`src/logic/i2cm_pkg.sv`:
```
// Purpose: Shared constants for the I2C master status block
// Assumes: 200 MHz ref_clk, APB with 32-bit data
// Notes: Byte addresses are the full printed addresses
`default_nettype none

package i2cm_pkg;
	// ------------------------------------------------------------
	// Register map
	// ------------------------------------------------------------
	localparam logic [31:0] ADDR_CTRL = 32'h4000_3400;
	localparam logic [31:0] ADDR_STATUS = 32'h4000_3404;
	localparam logic [31:0] ADDR_RX = 32'h4000_3408;
	localparam logic [31:0] ADDR_TX = 32'h4000_340c;
	localparam logic [15:0] RST_CTRL = 16'h0000;
	localparam logic [15:0] RST_STATUS = 16'h6000;
	localparam logic [15:0] CTRL_WMASK = 16'h01f1;
	localparam logic [15:0] RC_MASK = 16'h1bb0;

	// ------------------------------------------------------------
	// Status field positions
	// ------------------------------------------------------------
	localparam int ST_RSVD = 15;
	localparam int ST_SCL = 14;
	localparam int ST_SDA = 13;
	localparam int ST_TXUF = 12;
	localparam int ST_OWNSTOP = 11;
	localparam int ST_BUSBUSY = 10;
	localparam int ST_RXOF = 9;
	localparam int ST_DONE = 8;
	localparam int ST_DNAK = 7;
	localparam int ST_MASTER_ENGINE_BUSY = 6;
	localparam int ST_ARBITRATION_LOST_FLAG = 5;
	localparam int ST_ANAK = 4;
	localparam int ST_RXREQ = 3;
	localparam int ST_TXREQ = 2;
	localparam int ST_TXLVL = 0;

	// ------------------------------------------------------------
	// Control field positions (also the interrupt mask)
	// ------------------------------------------------------------
	localparam int CT_IEN_CMP = 8;
	localparam int CT_IEN_ACK = 7;
	localparam int CT_IEN_ARBITRATION_LOST_FLAG = 6;
	localparam int CT_IEN_TX = 5;
	localparam int CT_IEN_RX = 4;
	localparam int CT_MASTER_ENABLE_BIT = 0;

	// ------------------------------------------------------------
	// Transmit FIFO level codes
	// ------------------------------------------------------------
	localparam logic [1:0] LVL_EMPTY = 2'h0;
	localparam logic [1:0] LVL_ONE = 2'h2;
	localparam logic [1:0] LVL_FULL = 2'h3;

	// ------------------------------------------------------------
	// Timing
	// ------------------------------------------------------------
	localparam int CLK_PERIOD_NS = 5;
	localparam int GLITCH_NS = 50;
	localparam int FILT_CYC = (GLITCH_NS + CLK_PERIOD_NS - 1) / CLK_PERIOD_NS;
	localparam int FIFO_DEPTH = 2;
	localparam int DATA_W = 8;
endpackage : i2cm_pkg

`default_nettype wire

```
`src/logic/i2cm_fifo_if.sv`:
```
// Purpose: Carrier between the status block and its two-byte FIFOs
// Assumes: One clock domain
// Notes: count runs 0..2
`default_nettype none

interface i2cm_fifo_if;
	logic push;
	logic [7:0] push_data;
	logic pop;
	logic [7:0] head;
	logic [1:0] count;
	logic full;
	logic empty;
	modport store (input push, input push_data, input pop,
		output head, output count, output full, output empty);
	modport user (output push, output push_data, output pop,
		input head, input count, input full, input empty);
endinterface : i2cm_fifo_if

`default_nettype wire

```
`src/logic/i2cm_status.sv`:
```
// Purpose: Status, flags and interrupt of an I2C bus master, on APB
// Assumes: The master engine runs on ref_clk; bus lines are asynchronous
// Notes: Control register doubles as the interrupt mask
//
// Implementation choice: register access over APB.
`default_nettype none

module i2cm_status (
	input wire logic ref_clk,
	input wire logic rst_n,
	input wire logic psel,
	input wire logic penable,
	input wire logic pwrite,
	input wire logic [31:0] paddr,
	input wire logic [31:0] pwdata,
	output logic [31:0] prdata,
	output logic pready,
	output logic pslverr,
	input wire logic scl_in,
	input wire logic sda_in,
	input wire logic engine_busy,
	input wire logic engine_dir_read,
	input wire logic addr_nak_evt,
	input wire logic data_nak_evt,
	input wire logic arb_lost_evt,
	input wire logic own_stop_evt,
	input wire logic tx_empty_end_evt,
	input wire logic tx_pop,
	output logic [7:0] tx_byte,
	output logic tx_byte_valid,
	input wire logic rx_push,
	input wire logic [7:0] rx_byte,
	output logic master_clk_en,
	output logic irq
);
	// ------------------------------------------------------------
	// Line filters and bus condition detection
	// ------------------------------------------------------------
	logic [1:0] line_raw;
	logic [1:0] line_filt;
	logic [1:0] line_prev;
	logic bus_busy;
	assign line_raw = {scl_in, sda_in};

	// One filter per line; index 1 is the clock line
	genvar gi;
	generate
		for (gi = 0; gi < 2; gi++) begin : g_line
			i2cm_line_filter u_filt (
				.ref_clk(ref_clk),
				.rst_n(rst_n),
				.line_in(line_raw[gi]),
				.line_filtered(line_filt[gi])
			);
		end
	endgenerate

	wire clock_line_filtered = line_filt[1];
	wire data_line_filtered = line_filt[0];
	// Data edge while clock stays high marks start or stop
	// Both levels come filtered, so a glitch cannot fake a condition
	wire clk_high_both = clock_line_filtered && line_prev[1];
	wire start_det = clk_high_both && line_prev[0] && !data_line_filtered;
	wire stop_det = clk_high_both && !line_prev[0] && data_line_filtered;

	always_ff @(posedge ref_clk) begin
		if (!rst_n) begin
			line_prev <= 2'h3;
			bus_busy <= 1'b0;
		end else begin
			line_prev <= line_filt;
			if (start_det) begin
				bus_busy <= 1'b1;
			end else if (stop_det) begin
				bus_busy <= 1'b0;
			end
		end
	end

	// ------------------------------------------------------------
	// Control register
	// ------------------------------------------------------------
	// Only the write-mask bits are stored; the rest read back zero
	logic [15:0] ctrl;
	wire master_enable_bit = ctrl[i2cm_pkg::CT_MASTER_ENABLE_BIT];
	wire completion_irq_en = ctrl[i2cm_pkg::CT_IEN_CMP];
	wire nak_irq_en = ctrl[i2cm_pkg::CT_IEN_ACK];
	wire arbitration_irq_en = ctrl[i2cm_pkg::CT_IEN_ARBITRATION_LOST_FLAG];
	wire tx_request_irq_en = ctrl[i2cm_pkg::CT_IEN_TX];
	wire rx_request_irq_en = ctrl[i2cm_pkg::CT_IEN_RX];

	// Disabled master: no clock to the engine, its events are ignored
	assign master_clk_en = master_enable_bit;

	// ------------------------------------------------------------
	// APB decode
	// ------------------------------------------------------------
	wire setup = psel && !penable;
	wire done = psel && penable && pready;
	// Whole-word compare: a partial decode would alias other registers
	function automatic logic reg_hit(input logic [31:0] addr, input logic [31:0] base);
		return addr == base;
	endfunction : reg_hit

	wire hit_ctrl = reg_hit(paddr, i2cm_pkg::ADDR_CTRL);
	wire hit_status = reg_hit(paddr, i2cm_pkg::ADDR_STATUS);
	wire hit_rx = reg_hit(paddr, i2cm_pkg::ADDR_RX);
	wire hit_tx = reg_hit(paddr, i2cm_pkg::ADDR_TX);
	wire hit_any = hit_ctrl || hit_status || hit_rx || hit_tx;
	wire wr_done = done && pwrite && hit_any;
	wire rd_done = done && !pwrite && hit_any;

	// Answer tracker: every setup is answered in the very next cycle,
	// so the slave never inserts a wait state
	typedef enum logic [1:0] {
		APB_IDLE = 2'b00,
		APB_ANSWER = 2'b01
	} i2cm_apb_e;
	i2cm_apb_e apb_state;
	i2cm_apb_e next_apb_state;

	always_comb begin
		case (apb_state)
			APB_IDLE: begin
				next_apb_state = setup ? APB_ANSWER : APB_IDLE;
			end
			APB_ANSWER: begin
				// A setup right after an answer is taken as well
				next_apb_state = setup ? APB_ANSWER : APB_IDLE;
			end
			default: begin
				next_apb_state = APB_IDLE;
			end
		endcase
	end

	// ------------------------------------------------------------
	// FIFOs
	// ------------------------------------------------------------
	i2cm_fifo_if tx_if ();
	i2cm_fifo_if rx_if ();

	i2cm_fifo2 u_tx_fifo (
		.ref_clk(ref_clk),
		.rst_n(rst_n),
		.port(tx_if)
	);
	i2cm_fifo2 u_rx_fifo (
		.ref_clk(ref_clk),
		.rst_n(rst_n),
		.port(rx_if)
	);

	assign tx_if.push = wr_done && hit_tx;
	assign tx_if.push_data = pwdata[7:0];
	// Engine pops and pushes are dropped while the master is off
	assign tx_if.pop = tx_pop && master_enable_bit;
	// The head byte stands on tx_byte until the engine pops it
	assign tx_byte = tx_if.head;
	assign tx_byte_valid = !tx_if.empty;
	assign rx_if.push = rx_push && master_enable_bit;
	assign rx_if.push_data = rx_byte;
	assign rx_if.pop = rd_done && hit_rx;

	// ------------------------------------------------------------
	// Status word
	// ------------------------------------------------------------
	logic [15:0] flags;
	logic [15:0] next_flags;
	logic [15:0] flag_set;
	logic [15:0] flag_clr;
	logic [15:0] status;
	logic [15:0] rd_snap;
	logic [1:0] tx_fifo_level;

	wire master_engine_busy = engine_busy && master_enable_bit;
	wire rx_request = !rx_if.empty;
	wire tx_request = !engine_dir_read && !tx_if.full;

	// Count to level code: one byte held reads 10, not a binary count
	function automatic logic [1:0] level_code(input logic [1:0] cnt);
		logic [1:0] code;
		case (cnt)
			2'h0: code = i2cm_pkg::LVL_EMPTY;
			2'h1: code = i2cm_pkg::LVL_ONE;
			default: code = i2cm_pkg::LVL_FULL;
		endcase
		return code;
	endfunction : level_code

	assign tx_fifo_level = level_code(tx_if.count);

	// ------------------------------------------------------------
	// Flag events
	// ------------------------------------------------------------
	// A gated-off engine may still pulse; its events are dropped here
	wire ev_tx_underflow = tx_empty_end_evt && master_enable_bit
		&& tx_request_irq_en;
	wire ev_own_stop = own_stop_evt && master_enable_bit;
	// Only the receive side reports a dropped push; the sender polls the level
	wire ev_rx_overflow = rx_if.push && rx_if.full;
	wire ev_done = stop_det && master_enable_bit;
	wire ev_data_nak = data_nak_evt && master_enable_bit;
	wire ev_arb_lost = arb_lost_evt && master_enable_bit;
	wire ev_addr_nak = addr_nak_evt && master_enable_bit;

	always_comb begin
		flag_set = 16'h0000;
		flag_set[i2cm_pkg::ST_TXUF] = ev_tx_underflow;
		flag_set[i2cm_pkg::ST_OWNSTOP] = ev_own_stop;
		flag_set[i2cm_pkg::ST_RXOF] = ev_rx_overflow;
		flag_set[i2cm_pkg::ST_DONE] = ev_done;
		flag_set[i2cm_pkg::ST_DNAK] = ev_data_nak;
		flag_set[i2cm_pkg::ST_ARBITRATION_LOST_FLAG] = ev_arb_lost;
		flag_set[i2cm_pkg::ST_ANAK] = ev_addr_nak;
	end

	// Read clears only what the reader saw; a write of one clears too
	wire [15:0] clr_by_read = (rd_done && hit_status) ? rd_snap : 16'h0000;
	wire [15:0] clr_by_write = (wr_done && hit_status) ? pwdata[15:0] : 16'h0000;
	assign flag_clr = clr_by_read | clr_by_write;
	// Set is applied after clear so a same-cycle event survives
	assign next_flags = ((flags & ~flag_clr) | flag_set) & i2cm_pkg::RC_MASK;

	// Live bits are merged here, never stored, so no read clears them
	always_comb begin
		status = flags;
		status[i2cm_pkg::ST_RSVD] = 1'b0;
		status[i2cm_pkg::ST_SCL] = clock_line_filtered;
		status[i2cm_pkg::ST_SDA] = data_line_filtered;
		status[i2cm_pkg::ST_BUSBUSY] = bus_busy;
		status[i2cm_pkg::ST_MASTER_ENGINE_BUSY] = master_engine_busy;
		status[i2cm_pkg::ST_RXREQ] = rx_request;
		status[i2cm_pkg::ST_TXREQ] = tx_request;
		status[i2cm_pkg::ST_TXLVL +: 2] = tx_fifo_level;
	end

	// ------------------------------------------------------------
	// Interrupt
	// ------------------------------------------------------------
	// Own-stop and overflow flags never reach the interrupt
	wire irq_done = flags[i2cm_pkg::ST_DONE] && completion_irq_en;
	wire irq_nak = (flags[i2cm_pkg::ST_DNAK] || flags[i2cm_pkg::ST_ANAK]) && nak_irq_en;
	wire irq_arbitration_lost_flag = flags[i2cm_pkg::ST_ARBITRATION_LOST_FLAG] && arbitration_irq_en;
	// Requests are levels, not flags: they hold irq until serviced
	wire irq_tx = tx_request && tx_request_irq_en;
	wire irq_rx = rx_request && rx_request_irq_en;
	assign irq = irq_done || irq_nak || irq_arbitration_lost_flag || irq_tx || irq_rx;

	// ------------------------------------------------------------
	// Registers and APB read path
	// ------------------------------------------------------------
	wire [15:0] rd_mux = hit_ctrl ? (ctrl & i2cm_pkg::CTRL_WMASK) :
		hit_status ? status :
		hit_rx ? {8'h00, rx_if.head} :
		hit_tx ? {8'h00, tx_if.head} : 16'h0000;

	// Read data is captured in setup so prdata comes from a flop; the
	// snapshot also bounds what a clearing read may wipe out
	always_ff @(posedge ref_clk) begin
		if (!rst_n) begin
			// Master gated off and every interrupt masked
			ctrl <= i2cm_pkg::RST_CTRL;
			flags <= 16'h0000;
			rd_snap <= 16'h0000;
			prdata <= 32'h0000_0000;
			apb_state <= APB_IDLE;
			pready <= 1'b0;
			pslverr <= 1'b0;
		end else begin
			flags <= next_flags;
			apb_state <= next_apb_state;
			pready <= (next_apb_state == APB_ANSWER);
			if (setup) begin
				rd_snap <= rd_mux & i2cm_pkg::RC_MASK;
				prdata <= pwrite ? 32'h0000_0000 : {16'h0000, rd_mux};
				pslverr <= !hit_any;
			end
			if (wr_done && hit_ctrl) begin
				ctrl <= pwdata[15:0] & i2cm_pkg::CTRL_WMASK;
			end
		end
	end
endmodule : i2cm_status

`default_nettype wire

```
`src/logic/i2cm_fifo2.sv`:
```
// Purpose: Two-entry byte FIFO in flip-flops
// Assumes: Push when full is dropped; pop when empty is ignored
// Notes: Caller sees full to flag an overflow
`default_nettype none

module i2cm_fifo2 (
	input wire logic ref_clk,
	input wire logic rst_n,
	i2cm_fifo_if.store port
);
	logic [7:0] mem [0:1];
	logic wr_ptr;
	logic rd_ptr;
	logic [1:0] cnt;
	wire do_push = port.push && (cnt != 2'h2);
	wire do_pop = port.pop && (cnt != 2'h0);

	always_ff @(posedge ref_clk) begin
		if (!rst_n) begin
			wr_ptr <= 1'b0;
			rd_ptr <= 1'b0;
			cnt <= 2'h0;
			mem[0] <= 8'h00;
			mem[1] <= 8'h00;
		end else begin
			if (do_push) begin
				mem[wr_ptr] <= port.push_data;
				wr_ptr <= ~wr_ptr;
			end
			if (do_pop) begin
				rd_ptr <= ~rd_ptr;
			end
			cnt <= cnt + {1'b0, do_push} - {1'b0, do_pop};
		end
	end

	assign port.head = mem[rd_ptr];
	assign port.count = cnt;
	assign port.full = (cnt == 2'h2);
	assign port.empty = (cnt == 2'h0);
endmodule : i2cm_fifo2

`default_nettype wire

```
`src/logic/i2cm_line_filter.sv`:
```
// Purpose: Synchronise and glitch-filter one bus line
// Assumes: Line idles high through its pull-up
// Notes: A new level must hold FILT_CYC cycles before it is passed on
`default_nettype none

module i2cm_line_filter (
	input wire logic ref_clk,
	input wire logic rst_n,
	input wire logic line_in,
	output logic line_filtered
);
	logic meta;
	logic sync;
	logic [7:0] hold_cnt;
	wire differs = (sync != line_filtered);
	wire settled = (hold_cnt == 8'(i2cm_pkg::FILT_CYC - 1));

	// Reset to 1: an undriven line is pulled high
	always_ff @(posedge ref_clk) begin
		if (!rst_n) begin
			meta <= 1'b1;
			sync <= 1'b1;
			hold_cnt <= 8'h00;
			line_filtered <= 1'b1;
		end else begin
			meta <= line_in;
			sync <= meta;
			hold_cnt <= (differs && !settled) ? hold_cnt + 8'h01 : 8'h00;
			if (differs && settled) begin
				line_filtered <= sync;
			end
		end
	end
endmodule : i2cm_line_filter

`default_nettype wire

```
`config.mk`:
```
export PLATFORM = sky130hd
export DESIGN_NAME = i2cm_status
export DESIGN_NICKNAME = d
export VERILOG_FILES = /design/src/logic/i2cm_pkg.sv /design/src/logic/i2cm_fifo_if.sv /design/src/logic/i2cm_status.sv /design/src/logic/i2cm_fifo2.sv /design/src/logic/i2cm_line_filter.sv
export SDC_FILE = /design/constraint.sdc
export NUM_CORES = 1
export LEC_CHECK = 0
export ABC_AREA = 1
export BUFFER_PORTS_ARGS = -buffer_cell sky130_fd_sc_hd__buf_2
export CAP_MARGIN = 20
export CELL_PAD_IN_SITES_DETAIL_PLACEMENT = 0
export CELL_PAD_IN_SITES_GLOBAL_PLACEMENT = 2
export CORE_MARGIN = 8
export CORE_UTILIZATION = 28
export CTS_BUF_LIST = sky130_fd_sc_hd__clkbuf_8
export CTS_CLUSTER_SIZE = 10
export DETAILED_ROUTE_END_ITERATION = 10
export PLACE_DENSITY = 0.86
export SYNTH_ARGS = -nofsm -noshare
export SYNTH_HDL_FRONTEND = slang
export SYNTH_SLANG_ARGS = --single-unit
```
`constraint.sdc`:
```
create_clock -name ref_clk -period 1.9 [get_ports ref_clk]
set_clock_uncertainty 0.15 [all_clocks]
set_input_delay 0 -clock ref_clk [delete_from_list [all_inputs] [get_ports ref_clk]]
set_output_delay 0 -clock ref_clk [all_outputs]
set_load 0.005 [all_outputs]
```
==> results.py, run 1 <==
metrics = {
    "clock_tree": {
        "tritoncts": "yes",
        "cts_root_buf": "clkbuf_8",
        "cts_buffers": 9,
        "path_clk_slew_ns": 0.10,
        "htreeDepth": 3,
        "clock_sinks": 104,
        "clk_latency_ns": 0.39,
        "max-clock-path-buffers": 2,
    },
    "run_status": {
        "status": "completed",
    },
    "floorplan": {
        "start_util_pct": 28.6,
        "die_w_um": 149,
        "core_area_um2": 17400,
        "rows": 48,
        "die-area_um2": 22300,
        "die_h_um": 149,
        "ios": 133,
    },
    "place": {
        "numPortBuffers": 95,
        "gp_congestion": 0.790,
        "place_inst": 972,
        "hpwl_um": 10400,
    },
    "setup_path": {
        "startpoint": "u_rx_fifo.port.count[0]$_SDFF_PN0_",
        "r2r.worst_path.cells": 10,
        "reg2reg_slack_ns": 0.12,
        "critPathMaxFanout": 2,
        "critPathCaptureType": "register",
        "crit-reg2reg-launch": "u_rx_fifo.port.count[0]$_SDFF_PN0_",
        "critPathRequiredTime_ns": 2.04,
        "arrival_ns": 1.91,
        "rr_endpoint": "u_rx_fifo.port.count[1]$_SDFF_PN0_",
        "crit_type": "register to register",
        "cp-start-kind": "register",
        "endpoint": "u_rx_fifo.port.count[1]$_SDFF_PN0_",
    },
    "timing": {
        "slew_viol_final": 0,
        "relSlewSlack_pct": 64.9,
        "tightest_slew_ns": 0.523,
        "fin_tns_setup_ns": 0,
        "rsz0062_at_grt": "false",
        "holdWs_ns": 0.0393,
        "setup_viol": 0,
        "hold_viol": 0,
        "period_share_pct": 93.5,
        "clock.fmax_mhz": 563,
        "min_period_ns": 1.78,
    },
    "synthesis": {
        "yosysSeqAreaShare_pct": 48.3,
        "ys_ff_latch": 104,
        "synth_ff_type": "dfxtp_1",
        "synthCells": 637,
        "syn-cell-area_um2": 4970,
        "yosys_warnings": 0,
        "synthArstFlopShare_pct": 0,
        "ys_types": 37,
        "synth_edf_count": 32,
        "syn_area_per_cell_um2": 7.80,
    },
    "global_routing": {
        "grt_pass1_wl_um": 22100,
        "track_usage_pct": 12.6,
        "antenna_found_initial": 1,
        "grt-ovfl-total": 0,
        "grt_pass1_vias": 4336,
        "grt_max_degree": 34,
    },
    "routing": {
        "routed_wl_um": 13700,
        "vias": 4456,
        "drtIter0Drc": 217,
        "ant_nets": 0,
        "first_pass_iters": 4,
        "routed_via_density": 4.35,
        "wl_per_cell_um": 13.4,
        "drc": 0,
    },
    "final_layout": {
        "stdcell_count": 1025,
        "layout-drive-gt1-share_pct": 23.8,
        "final_util_pct": 37.3,
        "synthToLayoutAreaGrowth_pct": 30.1,
        "fin_nets": 890,
        "diodes": 0,
    },
    "power_and_ir_drop": {
        "p_per_area_nw_per_um2": 616,
        "power_mw": 3.98,
        "leakage_nw": 2.82,
        "ir_drop_mv": 0.321,
    },
    "hold_path": {
        "min_path_type": "input port to register",
    },
    "job": {
        "max_cap_viol_count": 0,
    },
}
how the worst min path moves through the flow:
stage	startpoint	endpoint	slack (ns)	cells past startpoint
floorplan	sda_in	g_line[0].u_filt.meta$_SDFF_PN1_	-0.04	1
global placement	scl_in	g_line[1].u_filt.meta$_SDFF_PN1_	0.04	2
detailed placement	scl_in	g_line[1].u_filt.meta$_SDFF_PN1_	0.04	2
CTS	psel	prdata[6]$_SDFFE_PN0P_	0.005	9
global route	psel	prdata[0]$_SDFFE_PN0P_	0.09	9
finish	psel	prdata[6]$_SDFFE_PN0P_	0.04	9
state kept, by name (all words and copies together), names as in the netlist, 6 cells and up, named ones only:
register,cells
ctrl,6
g_line.u_filt.hold_cnt,16
prdata,15
rd_snap,7
flags,7
u_rx_fifo.mem,16
u_tx_fifo.mem,16
placed cells by master (no fill, tap or decap), types with 7 or more instances in the layout:
cell type,synthesis,routed
a21oi_1,61,61
buf_2,4,95
buf_4,18,34
clkbuf_8,0,9
conb_1,1,17
dfxtp_1,72,71
dlygate4sd3_1,0,35
edfxtp_1,32,32
inv_1,55,54
inv_2,9,11
nand2_1,133,133
nand3_1,32,31
nand4_1,21,21
nor2_1,109,104
nor2_2,5,7
o21ai_0,8,7
o21ai_1,8,9
metrics by stage:
step                      setup WS, ns  area [um2]
final                            0.123        6470
after global routing           0.00382        6470
after CTS                      0.00281        6400
after detailed placement        -0.201        5860
after global placement          -0.127        5860
after floorplan                0.00529        5050
repair_timing:
action,in CTS,in global routing
hold endpoints to repair,72,0
endpoints found under the setup margin,8,17
buffers inserted,1,1
resized for setup,2,12
pin swaps,1,5
hold buffers,35,0
layout make-up:
class	instances	area (um2)
Clock inverter	7	51.3
Clock buffer	9	124
Fill cell	1814	10900
Inverter	67	251
Timing Repair Buffer	165	1100
Multi-Input combinational cell	448	2250
Tap cell	225	282
Sequential cell	104	2400
logic make-up after synthesis:
family                   count (synthesis)  synth area share, %
XOR/XNOR                                 4                0.705
adder cells (fa/ha/maj)                  7                 1.76
buffers and inverters                  101                 9.09
other                                    1               0.0755
AO/OA/AOI/OAI                           84                 8.84
multiplexers                             3                0.604
AND/OR/NAND/NOR                        333                 30.6
flip-flops                             104                 48.3
metal layers:
metal | share of wire (%) | track usage (%)
met1 | 47 | 16.0
met2 | 46 | 20.6
met3 | 5.3 | 2.73
met4 | 1.5 | 4.69
met5 | 0.058 | 0
cell usage after synthesis (3+ instances only):
cell / instances / area (um2)
a21oi_1: 61 / 305
inv_2: 9 / 33.8
buf_4: 18 / 135
xor2_1: 4 / 35.0
buf_2: 4 / 20.0
nor3b_1: 6 / 45.0
nor2_2: 5 / 31.3
edfxtp_1: 32 / 961
inv_1: 55 / 206
clkinv_1: 3 / 11.3
nor4_1: 4 / 25.0
o21ai_0: 8 / 40.0
mux2i_1: 3 / 30.0
o21ai_1: 8 / 40.0
nor3_1: 5 / 25.0
o211ai_1: 4 / 30.0
nand3_1: 32 / 160
nand4_1: 21 / 131
dfxtp_1: 72 / 1440
clkbuf_1: 11 / 41.3
ha_1: 7 / 87.6
nor2_1: 109 / 409
nand2_1: 133 / 499
or2_2: 5 / 31.3
power by group:
part / switching (mW) / total, mW / internal [mW]
combinational: 0.172 / 0.323 / 0.152
clock: 0.829 / 1.32 / 0.493
sequential: 0.0131 / 2.34 / 2.32
critical path, cell delays in order (launching register included):
cell and delay [ns]:
dfxtp_1 0.33, nor2_2 0.14, inv_1 0.09, nand4_1 0.12, inv_2 0.07, ha_4 0.26, inv_2 0.04, ha_4 0.15
xor2_2 0.14, o21ai_1 0.13, a21oi_1 0.05
Power figures use the tool's default switching activity.
==> run 2, diff against run 1 <==
--- a/config.mk
+++ b/config.mk
@@ -15,6 +15,7 @@
 export CTS_BUF_LIST = sky130_fd_sc_hd__clkbuf_8
 export CTS_CLUSTER_SIZE = 10
 export DETAILED_ROUTE_END_ITERATION = 10
+export GPL_TIMING_DRIVEN = 0
 export PLACE_DENSITY = 0.86
 export SYNTH_ARGS = -nofsm -noshare
 export SYNTH_HDL_FRONTEND = slang
==> run 2 against run 1 <==
  * The flow now finishes with violations (hold timing, setup timing)
  * Worst hold slack got worse by 0.073 ns
  * Final cell count rose by 0.78%
  * Core utilization rose by 0.22 points
  * Cell area rose by 0.60%
  * Sequential power barely moved
  * Clock power rose by 20%
  * Routed wire length rose by 2.6%
  * Register-to-register slack got worse by 0.13 ns
  * Combinational power rose by 6.2%
  * Largest cell class unchanged
==> results.py, run 2 (synthesis results as in run 1) <==
metrics = {
    "run_status": {
        "status": "complete, but fails checks",
        "failed_checks": "hold timing, setup timing",
    },
    "final_layout": {
        "final_area_um2": 6510,
        "fill_cells": 1878,
        "fin_nets": 897,
        "final_cell_mix": "nand2_1, nor2_1, buf_2",
        "synthToLayoutAreaGrowth_pct": 30.9,
        "top_regs": "g_line.u_filt.hold_cnt x16, u_rx_fifo.mem x16, u_tx_fifo.mem x16",
        "layout_commonest_cell": "nand2_1",
        "stdcell_count": 1033,
        "layout-drive-gt1-share_pct": 23.0,
    },
    "floorplan": {
        "ios": 133,
        "die_h_um": 149,
        "core_area_um2": 17400,
        "die-area_um2": 22300,
        "rows": 48,
        "start_util_pct": 28.6,
        "die_w_um": 149,
    },
    "routing": {
        "drtIter0Drc": 248,
        "m1WireLength_um": 6530,
        "drc": 0,
        "routed_wl_um": 14000,
        "dr_wl_met3_um": 769,
        "routed_via_density": 4.32,
        "vias": 4461,
        "ant_nets": 0,
        "first_pass_iters": 4,
        "wl_met2_um": 6540,
        "wl_per_cell_um": 13.6,
        "top_layer": "met4",
    },
    "setup_path": {
        "crit_type": "register to register",
        "cp-start-kind": "register",
        "critPathCaptureType": "register",
        "rr_endpoint": "u_rx_fifo.port.count[1]$_SDFF_PN0_",
        "cp_cell_sequence": "nor2_2 -> inv_1 -> nand4_1 -> clkinv_1 -> ha_1 -> inv_1 -> ha_1 -> xor2_1 -> o21ai_0 -> a21oi_1",
        "r2r.worst_path.cells": 10,
        "slowest_stage": "dfxtp_2",
        "critical-path-max-stage-delay_ns": 0.35,
        "startpoint": "u_rx_fifo.port.count[1]$_SDFF_PN0_",
        "cp_num_buf_inv": 3,
        "reg2reg_slack_ns": -0.002,
        "critPathMaxFanout": 5,
        "critPathRequiredTime_ns": 2.06,
        "crit-reg2reg-launch": "u_rx_fifo.port.count[1]$_SDFF_PN0_",
        "arrival_ns": 2.06,
        "crit_family": "adder cells",
    },
    "power_and_ir_drop": {
        "p_sw_share_pct": 23.8,
        "combPwrFrac_pct": 8.0,
        "p_per_area_nw_per_um2": 655,
        "pwr-share-clk_pct": 37.1,
        "ir_drop_mv": 0.310,
        "p_seq_share_pct": 54.8,
        "switching_power_mw": 1.01,
        "power_report.internal_total_mw": 3.25,
        "leakage_nw": 2.85,
    },
    "place": {
        "numPortBuffers": 95,
        "place_inst": 973,
        "postPlaceCellArea_um2": 5800,
        "hpwl_um": 10600,
        "gp_congestion": 0.802,
    },
    "hold_path": {
        "hp-start": "rst_n",
        "hold_end": "g_line[1].u_filt.hold_cnt[1]$_SDFF_PN0_",
        "min_path_type": "input port to register",
        "holdPathStages": 3,
    },
    "global_routing": {
        "grt_pass1_vias": 4226,
        "track_usage_pct": 12.6,
        "grt-ovfl-total": 0,
        "grt_max_degree": 19,
        "grt_pass1_wl_um": 22200,
        "antenna_found_initial": 1,
    },
    "timing": {
        "tightest_slew_ns": 0.735,
        "setup_viol": 1,
        "rsz0062_at_grt": "true",
        "holdWs_ns": -0.0337,
        "hold_viol": 12,
        "min_period_ns": 1.90,
        "relSlewSlack_pct": 51.0,
        "clock.fmax_mhz": 526,
        "setup_slack_ns": -0.00249,
        "slew_viol_final": 0,
        "period_share_pct": 100,
    },
    "clock_tree": {
        "tritoncts": "yes",
        "htreeDepth": 3,
        "cts_buffers": 9,
        "path_clk_slew_ns": 0.11,
        "clock_sinks": 104,
        "clk_latency_ns": 0.39,
        "cts_root_buf": "clkbuf_8",
        "max-clock-path-buffers": 2,
    },
    "job": {
        "max_cap_viol_count": 0,
    },
}
==> run 2: what timing repair did <==
| item | 4_1_cts | 5_1_grt |
|---|---|---|
| endpoints found under the setup margin | 40 | 40 |
| hold endpoints to repair | 73 | 0 |
| setup buffers | 2 | 7 |
| hold buffers | 35 | 0 |
| resized for setup | 10 | 5 |
| pin swaps | 2 | 3 |
==> run 2: power by group through the flow <==
| stage | registers [mW] | clock network [mW] | logic (mW) |
|---|---|---|---|
| after global routing | 2.34 | 1.70 | 0.386 |
| after floorplan | 2.38 | 0 | 0.137 |
| after CTS | 2.34 | 1.62 | 0.345 |
| after global placement | 2.39 | 0 | 0.281 |
| final | 2.34 | 1.58 | 0.343 |
| after detailed placement | 2.39 | 0 | 0.282 |
==> run 2: how the worst max path moves through the flow <==
stage / end / slack, ns / cells past startpoint
2_1_floorplan: u_rx_fifo.port.count[1]$_SDFF_PN0_ / 0.005 / 15
3_3_place_gp: u_tx_fifo.mem[1][4]$_SDFFCE_PN0P_ / -0.43 / 12
3_5_place_dp: u_tx_fifo.mem[1][2]$_SDFFCE_PN0P_ / -0.42 / 12
4_1_cts: u_rx_fifo.port.count[1]$_SDFF_PN0_ / -0.03 / 10
5_1_grt: u_rx_fifo.port.count[1]$_SDFF_PN0_ / -0.11 / 16
6_report: u_rx_fifo.port.count[1]$_SDFF_PN0_ / -0.002 / 10
==> run 2: final cells by class <==
| type | count | area [um2] | share of cell area (%) |
|---|---|---|---|
| clock inverter | 7 | 101 | 1.56 |
| antenna | 1 | 2.50 | 0.0385 |
| clock buffer | 9 | 124 | 1.90 |
| sequential | 104 | 2400 | 37.0 |
| tap | 225 | 282 | 4.33 |
| buffer | 33 | 196 | 3.02 |
| inverter | 67 | 251 | 3.87 |
| timing repair buffer | 139 | 893 | 13.7 |
| multi-input combinational | 448 | 2250 | 34.6 |
==> run 2: metal layers <==
| layer | vias to the layer above | GRT usage [%] |
|---|---|---|
| li1 | 2384 | - |
| met1 | 1982 | 16.4 |
| met2 | 83 | 20.3 |
| met3 | 12 | 2.49 |
| met4 | 0 | 4.54 |
| met5 | - | 0 |
==> run 2: worst reg2reg max path: stages, from the launching register on <==
cell      delay [ns]
dfxtp_2         0.35
nor2_2          0.13
inv_1           0.07
nand4_1         0.14
clkinv_1        0.11
ha_1            0.28
inv_1           0.04
ha_1            0.17
xor2_1          0.17
o21ai_0         0.09
a21oi_1         0.14
==> run 2: stage by stage <==
step | worst slack, ns | utilization, % | TNS, ns | total power, mW
global placement | -0.425 | 33.4 | -10.13 | 2.67
CTS | -0.0298 | 37.1 | -0.0298 | 4.30
detailed placement | -0.424 | 33.4 | -9.93 | 2.67
global route | -0.109 | 37.5 | -0.546 | 4.43
finish | -0.00249 | 37.5 | -0.00249 | 4.26
floorplan | 0.00529 | - | 0 | 2.52
